### src/rtl/sfq_defs.vh
/*
 * constants for the serial flash read/program command front end:
 * opcodes, protocol codes, flag bit positions, reset values and timing.
 * assumes a 100 MHz system clock; included by bare name.
 */
// Functional notes
// - every read and program command carries a 24-bit byte address, three bytes.
// - address bits are sampled on the rising serial clock edge.
// - read address increments after each output byte; whole array readable.
// - select high during read output stops driving and ends the command.
// - decode read opcodes 03, 0b, 3b, bb, 6b, eb with their lane use.
// - dual and quad protocols accept only their listed reads; behaviour identical.
// - fast read variants insert dummy cycles before data; plain read has none.
// - select rising at a valid point starts the self-timed program cycle.
// - bytes past the page end wrap to the start of the same page.
// - more than a page of bytes keeps only the last page-size bytes.
// - fewer bytes program only addressed bytes; rest of page untouched.
// - write-in-progress reads 1 while programming; write enable latch clears.
// - status and flags readable during program; suspend and resume pause it.
// - program timeout resets write enable latch and sets program-fail flag.
// - select rising off a byte boundary: no program, no flags, latch kept.
// - program to protected sector: not executed, latch kept, flags 1 and 4.
// - program variants use line zero, two or four lanes as listed.
// - page write in all protocols; dual/quad variants only in matching ones.
`ifndef SFQ_DEFS_VH
`define SFQ_DEFS_VH

`define SFQ_OP_READ 8'h03
`define SFQ_OP_FAST 8'h0b
`define SFQ_OP_DOUT 8'h3b
`define SFQ_OP_DIO 8'hbb
`define SFQ_OP_QOUT 8'h6b
`define SFQ_OP_QIO 8'heb
`define SFQ_OP_PP 8'h02
`define SFQ_OP_DPP 8'ha2
`define SFQ_OP_EDPP 8'hd2
`define SFQ_OP_QPP 8'h32
`define SFQ_OP_EQPP 8'h12

`define SFQ_PROTO_EXT 2'h0
`define SFQ_PROTO_DUAL 2'h1
`define SFQ_PROTO_QUAD 2'h2

`define SFQ_BYTE_BITS 5'h08
`define SFQ_ADDR_BITS 5'h18

`define SFQ_FS_READY 7
`define SFQ_FS_PFAIL 4
`define SFQ_FS_PSUSP 2
`define SFQ_FS_PROT 1
`define SFQ_FS_RESET 8'h80

`define SFQ_CLK_NS 10
`define SFQ_PGM_NS 500000
`define SFQ_PGM_TIMEOUT_NS 5000000

`endif

### src/rtl/sfq_cmd_front.v
/*
 * serial flash command front end for memory read and page program.
 * assumes the serial pins are asynchronous and sampled at 100 MHz with
 * the serial clock at most a tenth of that; the array answers rd_data_i
 * for rd_addr_o within one clock and accepts program writes by valid/ready.
 */
`include "sfq_defs.vh"

module sfq_cmd_front #(
	parameter [23:0] PGM_CYCLES = (`SFQ_PGM_NS + `SFQ_CLK_NS - 1) / `SFQ_CLK_NS,
	parameter [23:0] PGM_TIMEOUT_CYCLES = `SFQ_PGM_TIMEOUT_NS / `SFQ_CLK_NS
) (
	input wire ref_clk_i,
	input wire nrst_i,
	input wire select_low_active_i,
	input wire sclk_i,
	input wire [3:0] dq_i,
	output wire [3:0] dq_o,
	output wire [3:0] dq_oe_o,
	input wire [1:0] proto_i,
	input wire [3:0] dummy_cycles_i,
	input wire wel_set_i,
	input wire flag_clr_i,
	input wire suspend_i,
	input wire resume_i,
	output wire [7:0] prot_sector_o,
	input wire prot_hit_i,
	output wire [23:0] rd_addr_o,
	input wire [7:0] rd_data_i,
	output wire pw_valid_o,
	output wire [23:0] pw_addr_o,
	output wire [7:0] pw_data_o,
	input wire pw_ready_i,
	output wire wip_o,
	output wire wel_o,
	output reg [7:0] flag_status_o
);
	localparam [2:0] ST_CMD = 3'h0;
	localparam [2:0] ST_ADDR = 3'h1;
	localparam [2:0] ST_DUMMY = 3'h2;
	localparam [2:0] ST_RDATA = 3'h3;
	localparam [2:0] ST_PDATA = 3'h4;
	localparam [2:0] ST_IGN = 3'h5;

	function [2:0] lanes;
		input [1:0] p;
		begin
			if (p == `SFQ_PROTO_DUAL) lanes = 3'h2;
			else if (p == `SFQ_PROTO_QUAD) lanes = 3'h4;
			else lanes = 3'h1;
		end
	endfunction

	function [23:0] shin;
		input [23:0] s;
		input [3:0] d;
		input [2:0] w;
		begin
			case (w)
				3'h2: shin = {s[21:0], d[1:0]};
				3'h4: shin = {s[19:0], d};
				default: shin = {s[22:0], d[0]};
			endcase
		end
	endfunction

	function is_pgm;
		input [7:0] op;
		begin
			is_pgm = (op == `SFQ_OP_PP) || (op == `SFQ_OP_DPP) || (op == `SFQ_OP_EDPP) ||
				(op == `SFQ_OP_QPP) || (op == `SFQ_OP_EQPP);
		end
	endfunction

	function ok_op;
		input [7:0] op;
		input [1:0] p;
		begin
			if (p == `SFQ_PROTO_EXT) begin
				ok_op = is_pgm(op) || (op == `SFQ_OP_READ) || (op == `SFQ_OP_FAST) ||
					(op == `SFQ_OP_DOUT) || (op == `SFQ_OP_DIO) ||
					(op == `SFQ_OP_QOUT) || (op == `SFQ_OP_QIO);
			end else if (p == `SFQ_PROTO_DUAL) begin
				ok_op = (op == `SFQ_OP_FAST) || (op == `SFQ_OP_DOUT) || (op == `SFQ_OP_DIO) ||
					(op == `SFQ_OP_PP) || (op == `SFQ_OP_DPP) || (op == `SFQ_OP_EDPP);
			end else if (p == `SFQ_PROTO_QUAD) begin
				ok_op = (op == `SFQ_OP_FAST) || (op == `SFQ_OP_QOUT) || (op == `SFQ_OP_QIO) ||
					(op == `SFQ_OP_PP) || (op == `SFQ_OP_QPP) || (op == `SFQ_OP_EQPP);
			end else begin
				ok_op = 1'b0;
			end
		end
	endfunction

	// address lanes; outside extended protocol every phase uses the protocol width
	function [2:0] addr_w;
		input [7:0] op;
		input [1:0] p;
		begin
			if (p != `SFQ_PROTO_EXT) addr_w = lanes(p);
			else if (op == `SFQ_OP_DIO || op == `SFQ_OP_EDPP) addr_w = 3'h2;
			else if (op == `SFQ_OP_QIO || op == `SFQ_OP_EQPP) addr_w = 3'h4;
			else addr_w = 3'h1;
		end
	endfunction

	function [2:0] data_w;
		input [7:0] op;
		input [1:0] p;
		begin
			if (p != `SFQ_PROTO_EXT) data_w = lanes(p);
			else if (op == `SFQ_OP_DOUT || op == `SFQ_OP_DIO || op == `SFQ_OP_DPP ||
				op == `SFQ_OP_EDPP) data_w = 3'h2;
			else if (op == `SFQ_OP_QOUT || op == `SFQ_OP_QIO || op == `SFQ_OP_QPP ||
				op == `SFQ_OP_EQPP) data_w = 3'h4;
			else data_w = 3'h1;
		end
	endfunction

	// pin synchronisers: select, serial clock and data lanes in one bank
	reg [5:0] s1_q;
	reg [5:0] s2_q;
	reg sel3_q;
	reg sclk3_q;
	wire sel_s = s2_q[5];
	wire [3:0] dq_s = s2_q[3:0];
	wire rise = s2_q[4] & ~sclk3_q & ~sel_s;
	wire fall = ~s2_q[4] & sclk3_q & ~sel_s;
	wire sel_up = sel_s & ~sel3_q;

	always @(posedge ref_clk_i or negedge nrst_i) begin
		if (!nrst_i) begin
			s1_q <= 6'h20;
			s2_q <= 6'h20;
			sel3_q <= 1'b1;
			sclk3_q <= 1'b0;
		end else begin
			s1_q <= {select_low_active_i, sclk_i, dq_i};
			s2_q <= s1_q;
			sel3_q <= s2_q[5];
			sclk3_q <= s2_q[4];
		end
	end

	reg [2:0] st_q;
	reg [7:0] op_q;
	reg [23:0] sh_q;
	reg [4:0] cnt_q;
	reg [2:0] w_q;
	reg [23:0] addr_q;
	reg [2:0] ocnt_q;
	reg [7:0] obyte_q;
	reg [3:0] dq_q;
	reg [3:0] oe_q;
	reg [7:0] pg_idx_q;
	reg got_q;
	reg [255:0] mask_q;
	reg wip_q;
	reg wel_q;
	reg susp_q;

	wire [23:0] sh_nx = shin(sh_q, dq_s, w_q);
	wire [4:0] cnt_nx = cnt_q + {2'h0, w_q};
	wire byte_end = (cnt_nx == `SFQ_BYTE_BITS);
	wire [7:0] cur_b = (ocnt_q == 3'h0) ? rd_data_i : obyte_q;
	wire mem_we = rise && (st_q == ST_PDATA) && byte_end;
	// only whole bytes count: a select edge mid-byte leaves cnt_q nonzero
	wire pgm_go = sel_up && (st_q == ST_PDATA) && got_q && (cnt_q == 5'h0) && wel_q &&
		~wip_q;
	wire pgm_start = pgm_go & ~prot_hit_i;

	assign dq_o = dq_q;
	assign dq_oe_o = oe_q;
	assign rd_addr_o = addr_q;
	assign prot_sector_o = addr_q[23:16];

	always @(posedge ref_clk_i or negedge nrst_i) begin
		if (!nrst_i) begin
			st_q <= ST_CMD;
			op_q <= 8'h00;
			sh_q <= 24'h000000;
			cnt_q <= 5'h00;
			w_q <= 3'h1;
			addr_q <= 24'h000000;
			ocnt_q <= 3'h0;
			obyte_q <= 8'h00;
			dq_q <= 4'h0;
			oe_q <= 4'h0;
			pg_idx_q <= 8'h00;
			got_q <= 1'b0;
			mask_q <= 256'h0;
		end else if (sel_s) begin
			st_q <= ST_CMD;
			cnt_q <= 5'h00;
			ocnt_q <= 3'h0;
			oe_q <= 4'h0;
			w_q <= lanes(proto_i);
		end else if (rise) begin
			case (st_q)
				ST_CMD: begin
					sh_q <= sh_nx;
					if (byte_end) begin
						op_q <= sh_nx[7:0];
						cnt_q <= 5'h00;
						// busy programs refuse a second program outright
						if (ok_op(sh_nx[7:0], proto_i) && !(is_pgm(sh_nx[7:0]) && wip_q)) begin
							st_q <= ST_ADDR;
							w_q <= addr_w(sh_nx[7:0], proto_i);
						end else begin
							st_q <= ST_IGN;
						end
					end else begin
						cnt_q <= cnt_nx;
					end
				end
				ST_ADDR: begin
					sh_q <= sh_nx;
					if (cnt_nx == `SFQ_ADDR_BITS) begin
						addr_q <= sh_nx;
						pg_idx_q <= sh_nx[7:0];
						got_q <= 1'b0;
						mask_q <= 256'h0;
						cnt_q <= 5'h00;
						w_q <= data_w(op_q, proto_i);
						if (is_pgm(op_q)) begin
							st_q <= ST_PDATA;
						end else if (op_q == `SFQ_OP_READ || dummy_cycles_i == 4'h0) begin
							st_q <= ST_RDATA;
						end else begin
							st_q <= ST_DUMMY;
						end
					end else begin
						cnt_q <= cnt_nx;
					end
				end
				ST_DUMMY: begin
					if (cnt_q + 5'h01 == {1'b0, dummy_cycles_i}) begin
						st_q <= ST_RDATA;
						cnt_q <= 5'h00;
					end else begin
						cnt_q <= cnt_q + 5'h01;
					end
				end
				ST_PDATA: begin
					sh_q <= sh_nx;
					if (byte_end) begin
						cnt_q <= 5'h00;
						pg_idx_q <= pg_idx_q + 8'h01;
						mask_q[pg_idx_q] <= 1'b1;
						got_q <= 1'b1;
					end else begin
						cnt_q <= cnt_nx;
					end
				end
				default: begin
				end
			endcase
		end else if (fall && st_q == ST_RDATA) begin
			// data leaves on the falling edge so the host samples it on the next rise
			case (w_q)
				3'h2: begin
					dq_q <= {2'h0, cur_b[7:6]};
					oe_q <= 4'h3;
				end
				3'h4: begin
					dq_q <= cur_b[7:4];
					oe_q <= 4'hf;
				end
				default: begin
					dq_q <= {2'h0, cur_b[7], 1'b0};
					oe_q <= 4'h2;
				end
			endcase
			obyte_q <= cur_b << w_q;
			ocnt_q <= ocnt_q + w_q;
			if (ocnt_q == 3'h0) begin
				addr_q <= addr_q + 24'h000001;
			end
		end
	end

	// program drain: walk the page buffer, push marked bytes into a 2-entry buffer
	reg [15:0] pgm_page_q;
	reg [23:0] tmr_q;
	reg [8:0] drain_idx_q;
	reg stg_v_q;
	reg [7:0] stg_idx_q;
	reg [31:0] e0_q;
	reg [31:0] e1_q;
	reg [1:0] f_cnt_q;
	reg fs_prot_q;
	reg fs_fail_q;
	wire [7:0] mem_rdata;

	wire pgm_run = wip_q & ~susp_q;
	wire need_push = stg_v_q & mask_q[stg_idx_q];
	wire f_in_rdy = (f_cnt_q != 2'h2);
	wire adv = pgm_run & (~need_push | f_in_rdy);
	wire f_push = pgm_run & need_push & f_in_rdy;
	wire f_pop = pw_valid_o & pw_ready_i;
	wire drain_done = drain_idx_q[8] & ~stg_v_q & (f_cnt_q == 2'h0);
	wire pgm_done = wip_q & drain_done & (tmr_q >= PGM_CYCLES - 24'h000001);
	wire pgm_tout = wip_q & ~pgm_done & (tmr_q >= PGM_TIMEOUT_CYCLES - 24'h000001);
	// hold the read address on a stall so the staged byte stays valid
	wire [7:0] mem_raddr = adv ? drain_idx_q[7:0] : stg_idx_q;

	assign pw_valid_o = (f_cnt_q != 2'h0);
	assign pw_addr_o = e0_q[31:8];
	assign pw_data_o = e0_q[7:0];
	assign wip_o = wip_q;
	assign wel_o = wel_q;

	sfq_page_mem #(
		.DW(8),
		.AW(8)
	) u_page (
		.ref_clk_i(ref_clk_i),
		.nrst_i(nrst_i),
		.we_i(mem_we),
		.waddr_i(pg_idx_q),
		.wdata_i(sh_nx[7:0]),
		.raddr_i(mem_raddr),
		.rdata_o(mem_rdata)
	);

	always @(posedge ref_clk_i or negedge nrst_i) begin
		if (!nrst_i) begin
			wip_q <= 1'b0;
			wel_q <= 1'b0;
			susp_q <= 1'b0;
			fs_prot_q <= 1'b0;
			fs_fail_q <= 1'b0;
			pgm_page_q <= 16'h0000;
			tmr_q <= 24'h000000;
			drain_idx_q <= 9'h100;
			stg_v_q <= 1'b0;
			stg_idx_q <= 8'h00;
		end else begin
			if (wel_set_i) begin
				wel_q <= 1'b1;
			end else if (pgm_start || pgm_tout) begin
				wel_q <= 1'b0;
			end
			if (pgm_go && prot_hit_i) begin
				fs_prot_q <= 1'b1;
			end else if (flag_clr_i) begin
				fs_prot_q <= 1'b0;
			end
			if (pgm_tout || (pgm_go && prot_hit_i)) begin
				fs_fail_q <= 1'b1;
			end else if (flag_clr_i) begin
				fs_fail_q <= 1'b0;
			end
			if (pgm_start) begin
				wip_q <= 1'b1;
				susp_q <= 1'b0;
				tmr_q <= 24'h000000;
				drain_idx_q <= 9'h000;
				stg_v_q <= 1'b0;
				pgm_page_q <= addr_q[23:8];
			end else if (wip_q) begin
				if (suspend_i && !susp_q) begin
					susp_q <= 1'b1;
				end else if (resume_i) begin
					susp_q <= 1'b0;
				end
				if (pgm_run) begin
					tmr_q <= tmr_q + 24'h000001;
				end
				if (adv) begin
					stg_v_q <= ~drain_idx_q[8];
					stg_idx_q <= drain_idx_q[7:0];
					if (!drain_idx_q[8]) begin
						drain_idx_q <= drain_idx_q + 9'h001;
					end
				end
				if (pgm_done || pgm_tout) begin
					wip_q <= 1'b0;
					susp_q <= 1'b0;
					stg_v_q <= 1'b0;
					drain_idx_q <= 9'h100;
				end
			end
		end
	end

	always @(posedge ref_clk_i or negedge nrst_i) begin
		if (!nrst_i) begin
			e0_q <= 32'h00000000;
			e1_q <= 32'h00000000;
			f_cnt_q <= 2'h0;
		end else if (pgm_tout) begin
			f_cnt_q <= 2'h0;
		end else if (f_push && !f_pop) begin
			if (f_cnt_q == 2'h0) begin
				e0_q <= {pgm_page_q, stg_idx_q, mem_rdata};
			end else begin
				e1_q <= {pgm_page_q, stg_idx_q, mem_rdata};
			end
			f_cnt_q <= f_cnt_q + 2'h1;
		end else if (f_pop && !f_push) begin
			e0_q <= e1_q;
			f_cnt_q <= f_cnt_q - 2'h1;
		end else if (f_pop && f_push) begin
			if (f_cnt_q == 2'h1) begin
				e0_q <= {pgm_page_q, stg_idx_q, mem_rdata};
			end else begin
				e0_q <= e1_q;
				e1_q <= {pgm_page_q, stg_idx_q, mem_rdata};
			end
		end
	end

	always @* begin
		flag_status_o = 8'h00;
		flag_status_o[`SFQ_FS_READY] = ~wip_q | susp_q;
		flag_status_o[`SFQ_FS_PFAIL] = fs_fail_q;
		flag_status_o[`SFQ_FS_PSUSP] = susp_q;
		flag_status_o[`SFQ_FS_PROT] = fs_prot_q;
	end
endmodule // sfq_cmd_front

### src/rtl/sfq_page_mem.v
/*
 * page buffer: single write port, registered read port.
 * assumes one clock; contents are not reset, only the read register is.
 */
module sfq_page_mem #(
	parameter DW = 8,
	parameter AW = 8
) (
	input wire ref_clk_i,
	input wire nrst_i,
	input wire we_i,
	input wire [AW-1:0] waddr_i,
	input wire [DW-1:0] wdata_i,
	input wire [AW-1:0] raddr_i,
	output reg [DW-1:0] rdata_o
);
	reg [DW-1:0] mem [0:(1<<AW)-1];

	always @(posedge ref_clk_i) begin
		if (we_i) begin
			mem[waddr_i] <= wdata_i;
		end
	end

	always @(posedge ref_clk_i or negedge nrst_i) begin
		if (!nrst_i) begin
			rdata_o <= {DW{1'b0}};
		end else begin
			rdata_o <= mem[raddr_i];
		end
	end
endmodule // sfq_page_mem

### config.mk
export PLATFORM = sky130hd
export DESIGN_NAME = sfq_cmd_front
export DESIGN_NICKNAME = d
export VERILOG_FILES = /design/src/rtl/sfq_cmd_front.v /design/src/rtl/sfq_page_mem.v
export VERILOG_INCLUDE_DIRS = /design/src /design/src/rtl
export SDC_FILE = /design/constraint.sdc
export NUM_CORES = 2
export LEC_CHECK = 0
export ABC_AREA = 1
export BUFFER_PORTS_ARGS = -buffer_cell sky130_fd_sc_hd__buf_4
export CAP_MARGIN = 20
export CELL_PAD_IN_SITES_DETAIL_PLACEMENT = 0
export CELL_PAD_IN_SITES_GLOBAL_PLACEMENT = 2
export CORE_AREA = 2 2 574 576
export CTS_BUF_LIST = sky130_fd_sc_hd__clkbuf_8
export DETAILED_ROUTE_END_ITERATION = 8
export DIE_AREA = 0 0 576 578
export PLACE_DENSITY_LB_ADDON = 0.1
export SYNTH_ARGS = -nofsm -noshare
export SYNTH_HDL_FRONTEND = slang
export SYNTH_SLANG_ARGS = --single-unit
### constraint.sdc
create_clock -name ref_clk_i -period 21.9 [get_ports ref_clk_i]
set_clock_uncertainty 0.2 [all_clocks]
set_input_delay 2.19 -clock ref_clk_i [delete_from_list [all_inputs] [get_ports ref_clk_i]]
set_output_delay 2.19 -clock ref_clk_i [all_outputs]
set_load 0.1 [all_outputs]
==> reports/qor.csv <==
stage,metric,value,unit
synthesis,yosysTopAreaCellShare,54.1,%
cts,cts-buffers-inserted,464,
placement,hpwl,219000,um
timing,fmax,0.101,GHz
cts,cts_post_setup_buffers_inserted,0,
detailed_routing,ant_nets,0,
die,die_x,576,um
finish,syn2layout_area_growth,13.5,%
detailed_routing,dr.pass1.iters,5,
worst_setup_path,slowest_delay,940,ps
pwr,power_density,116,nW/um^2
timing,slew_violations,0,
cts,cts.sinks,2548,
finish,drive_gt1_share,9.89,%
grt,track_usage,23.4,%
die,row_count,210,
finish,final_util,39.6,%
timing,maxSlewHeadroom,19.2,%
synthesis,yosys_warnings,0,
timing,final-hold-violation-count,0,
grt,overflow,0,
timing,fin_crit,9910,ps
worst_setup_path,worstSetupPathType,flop to flop,
cts,cts_tree,built,
timing,setup_tns,0,ps
cts,clkLatencyLatePin,1160,ps
synthesis,synth_area_per_cell,9.82,sq um
detailed_routing,vias,83600,
pwr,p_leak,54.5,nW
detailed_routing,drt_iter0_markers,7150,
placement,place_area,120000,sq um
detailed_routing,drc,0,
placement,globalplace.congestion,0.795,
cts,clkSlewWorstSetupHoldPaths,60,ps
outcome,status,finished clean,
worst_setup_path,start_kind,flop,
detailed_routing,wl_per_cell,23.9,um
pwr,ir_worst_vdd,0.000210,V
synthesis,synth_most_common_cell,nand2_1,
synthesis,seq_area_frac_synth,65.1,%
worst_setup_path,worstSetupEndpointType,flop,
worst_setup_path,crit_slowest_cell,nand2_8,
grt,grt_max_degree,197,
detailed_routing,vias_per_cell,5.05,
placement,numPlacedInstances,15700,
worst_setup_path,cp.required,22660,ps
die,start_util,34.9,%
die,dieArea,333000,sq um
timing,worstMarginPinSlew,1210,ps
grt,grtUsageMet1,33.2,%
cts,root_buffer,clkbuf_8,
timing,setup_viol,0,
timing,post-route-period-util,45.3,%
cts,cts_max_level,5,
synthesis,netlist_top_cells_count,"2979 x nand2_1, 2050 x nand3_1, 2048 x edfxtp_1, 1722 x inv_1, 495 x dfrtp_1",
pwr,total_power,14.9,mW
worst_hold_path,hold_class,flop to flop,
placement,io_buffers,106,
synthesis,async_flop_share,19.6,%
grt,grt-busiest-layer,met2,
synthesis,synth_edf_count,2048,
worst_setup_path,arrival,10670,ps
synthesis,postSynthCellCount,11600,
finish,nets,11900,
grt,grt_first_pass_wirelength,579000,um
timing,rsz0062_at_grt,no,
cts,ctsHoldBuffers,0,
synthesis,synth_seq_cells,2548,
grt,grt.met2_usage,38.2,%
finish,fin_cells,16600,
grt,antenna_found_initial,18,
die,core_area,326000,sq um
synthesis,synth.distinct_cells,55,
detailed_routing,wirelength,395000,um
flow_run,maxCapViolCount,0,
synthesis,synthTopCellsByArea,"edfxtp_1 54%, dfrtp_1 11%, nand2_1 9.8%",
grt,grtUsageMet3,3.05,%
die,die_height,578,um
synthesis,yosysTopAreaCell,edfxtp_1,
die,io_pins,111,
finish,stdcell_area,129000,sq um
cts,ctsLongestPathBuffers,4,
grt,grt_pass1_vias,82500,
cts,cts_resized,0,
worst_setup_path,path_common_cell,nand3_1,
synthesis,synth_area,114000,sq um
synthesis,ys.flop_type,edfxtp_1,
worst_setup_path,cp_max_fo,153,
-- logic make-up (layout without fill, tap and decap cells) --
family,Yosys count,in the layout,share of synthesized area (%)
fa+ha+maj,21,21,0.244
compound gates,758,758,4.10
buf+inv,2454,3074,8.57
flops,2548,2548,65.1
simple gates,5773,5773,21.8
xor+xnor,32,32,0.246
other cells,1,11,0.00330
-- cell type report --
type                       count  area, sq um
fill                       32600       197000
sequential                  2548        74000
multi-input combinational   6588        30400
clock buffer                 522         7180
inverter                    1736         6580
tap                         4346         5440
timing repair buffer         490         3790
clock inverter               326         1660
antenna                        7         17.5
-- state kept, by name (all words and copies together) (netlist names), 9 cells and up --
register     cells
e1_q            32
sh_q            23
e0_q            32
tmr_q           24
drain_idx_q      9
u_page.mem    2048
mask_q         256
pgm_page_q      16
rd_addr_o       24
-- path summary, 6_finish.rpt --
kind                                               start                     endpoint  slack (ps)  cells after the start
worst max-delay path            stg_idx_q[0]$_DFFE_PN0P_  u_page.rdata_o[7]$_DFF_PN0_       11990                     28
max in group asynchronous                         nrst_i     stg_idx_q[0]$_DFFE_PN0P_       18150                      3
min in group asynchronous                         nrst_i            s1_q[2]$_DFF_PN0_         940                      1
worst max register to register  stg_idx_q[0]$_DFFE_PN0P_  u_page.rdata_o[7]$_DFF_PN0_       11990                     28
worst min-delay path                   s1_q[0]$_DFF_PN0_            s2_q[0]$_DFF_PN0_         150                      0
worst min register to register         s1_q[0]$_DFF_PN0_            s2_q[0]$_DFF_PN0_         150                      0
-- stage by stage --
stage / hold slack [ps] / setup WS (ps)
floorplan: 131 / 7770
global placement: 139 / 11510
detailed placement: 139 / 11540
CTS: 153 / 11490
global route: 162 / 11610
finish: 149 / 11990
-- critical path: cells and delay by family (launching register included) --
family	cells	cell delay (ps)
buf+inv	5	3090
simple gates	23	5350
flops	1	730
-- power by group --
part	leakage, nW	switching (mW)	internal [mW]
sequential	25.4	0.126	5.98
combinational	24.0	3.59	0.845
clock	5.11	2.11	2.26
-- layer usage --
layer / up-vias / wire length [um]
met5: - / 0
li1: 39100 / -
met4: 0 / 7880
met1: 41700 / 183000
met3: 495 / 20300
met2: 2317 / 184000
-- cell usage in the layout (no fill, tap or decap), types with 30 or more instances in the layout --
cell	count
nand2_1	2977
edfxtp_1	2048
nand3_1	2046
inv_1	1860
clkbuf_8	522
dfrtp_1	492
buf_4	411
nor2_1	372
a31oi_1	265
nor3_1	259
o21ai_0	242
clkinv_1	102
o211ai_1	84
buf_2	48
a21oi_1	47
clkinv_2	45
nor3_2	38
o21a_1	30
Power figures use the tool's default switching activity.
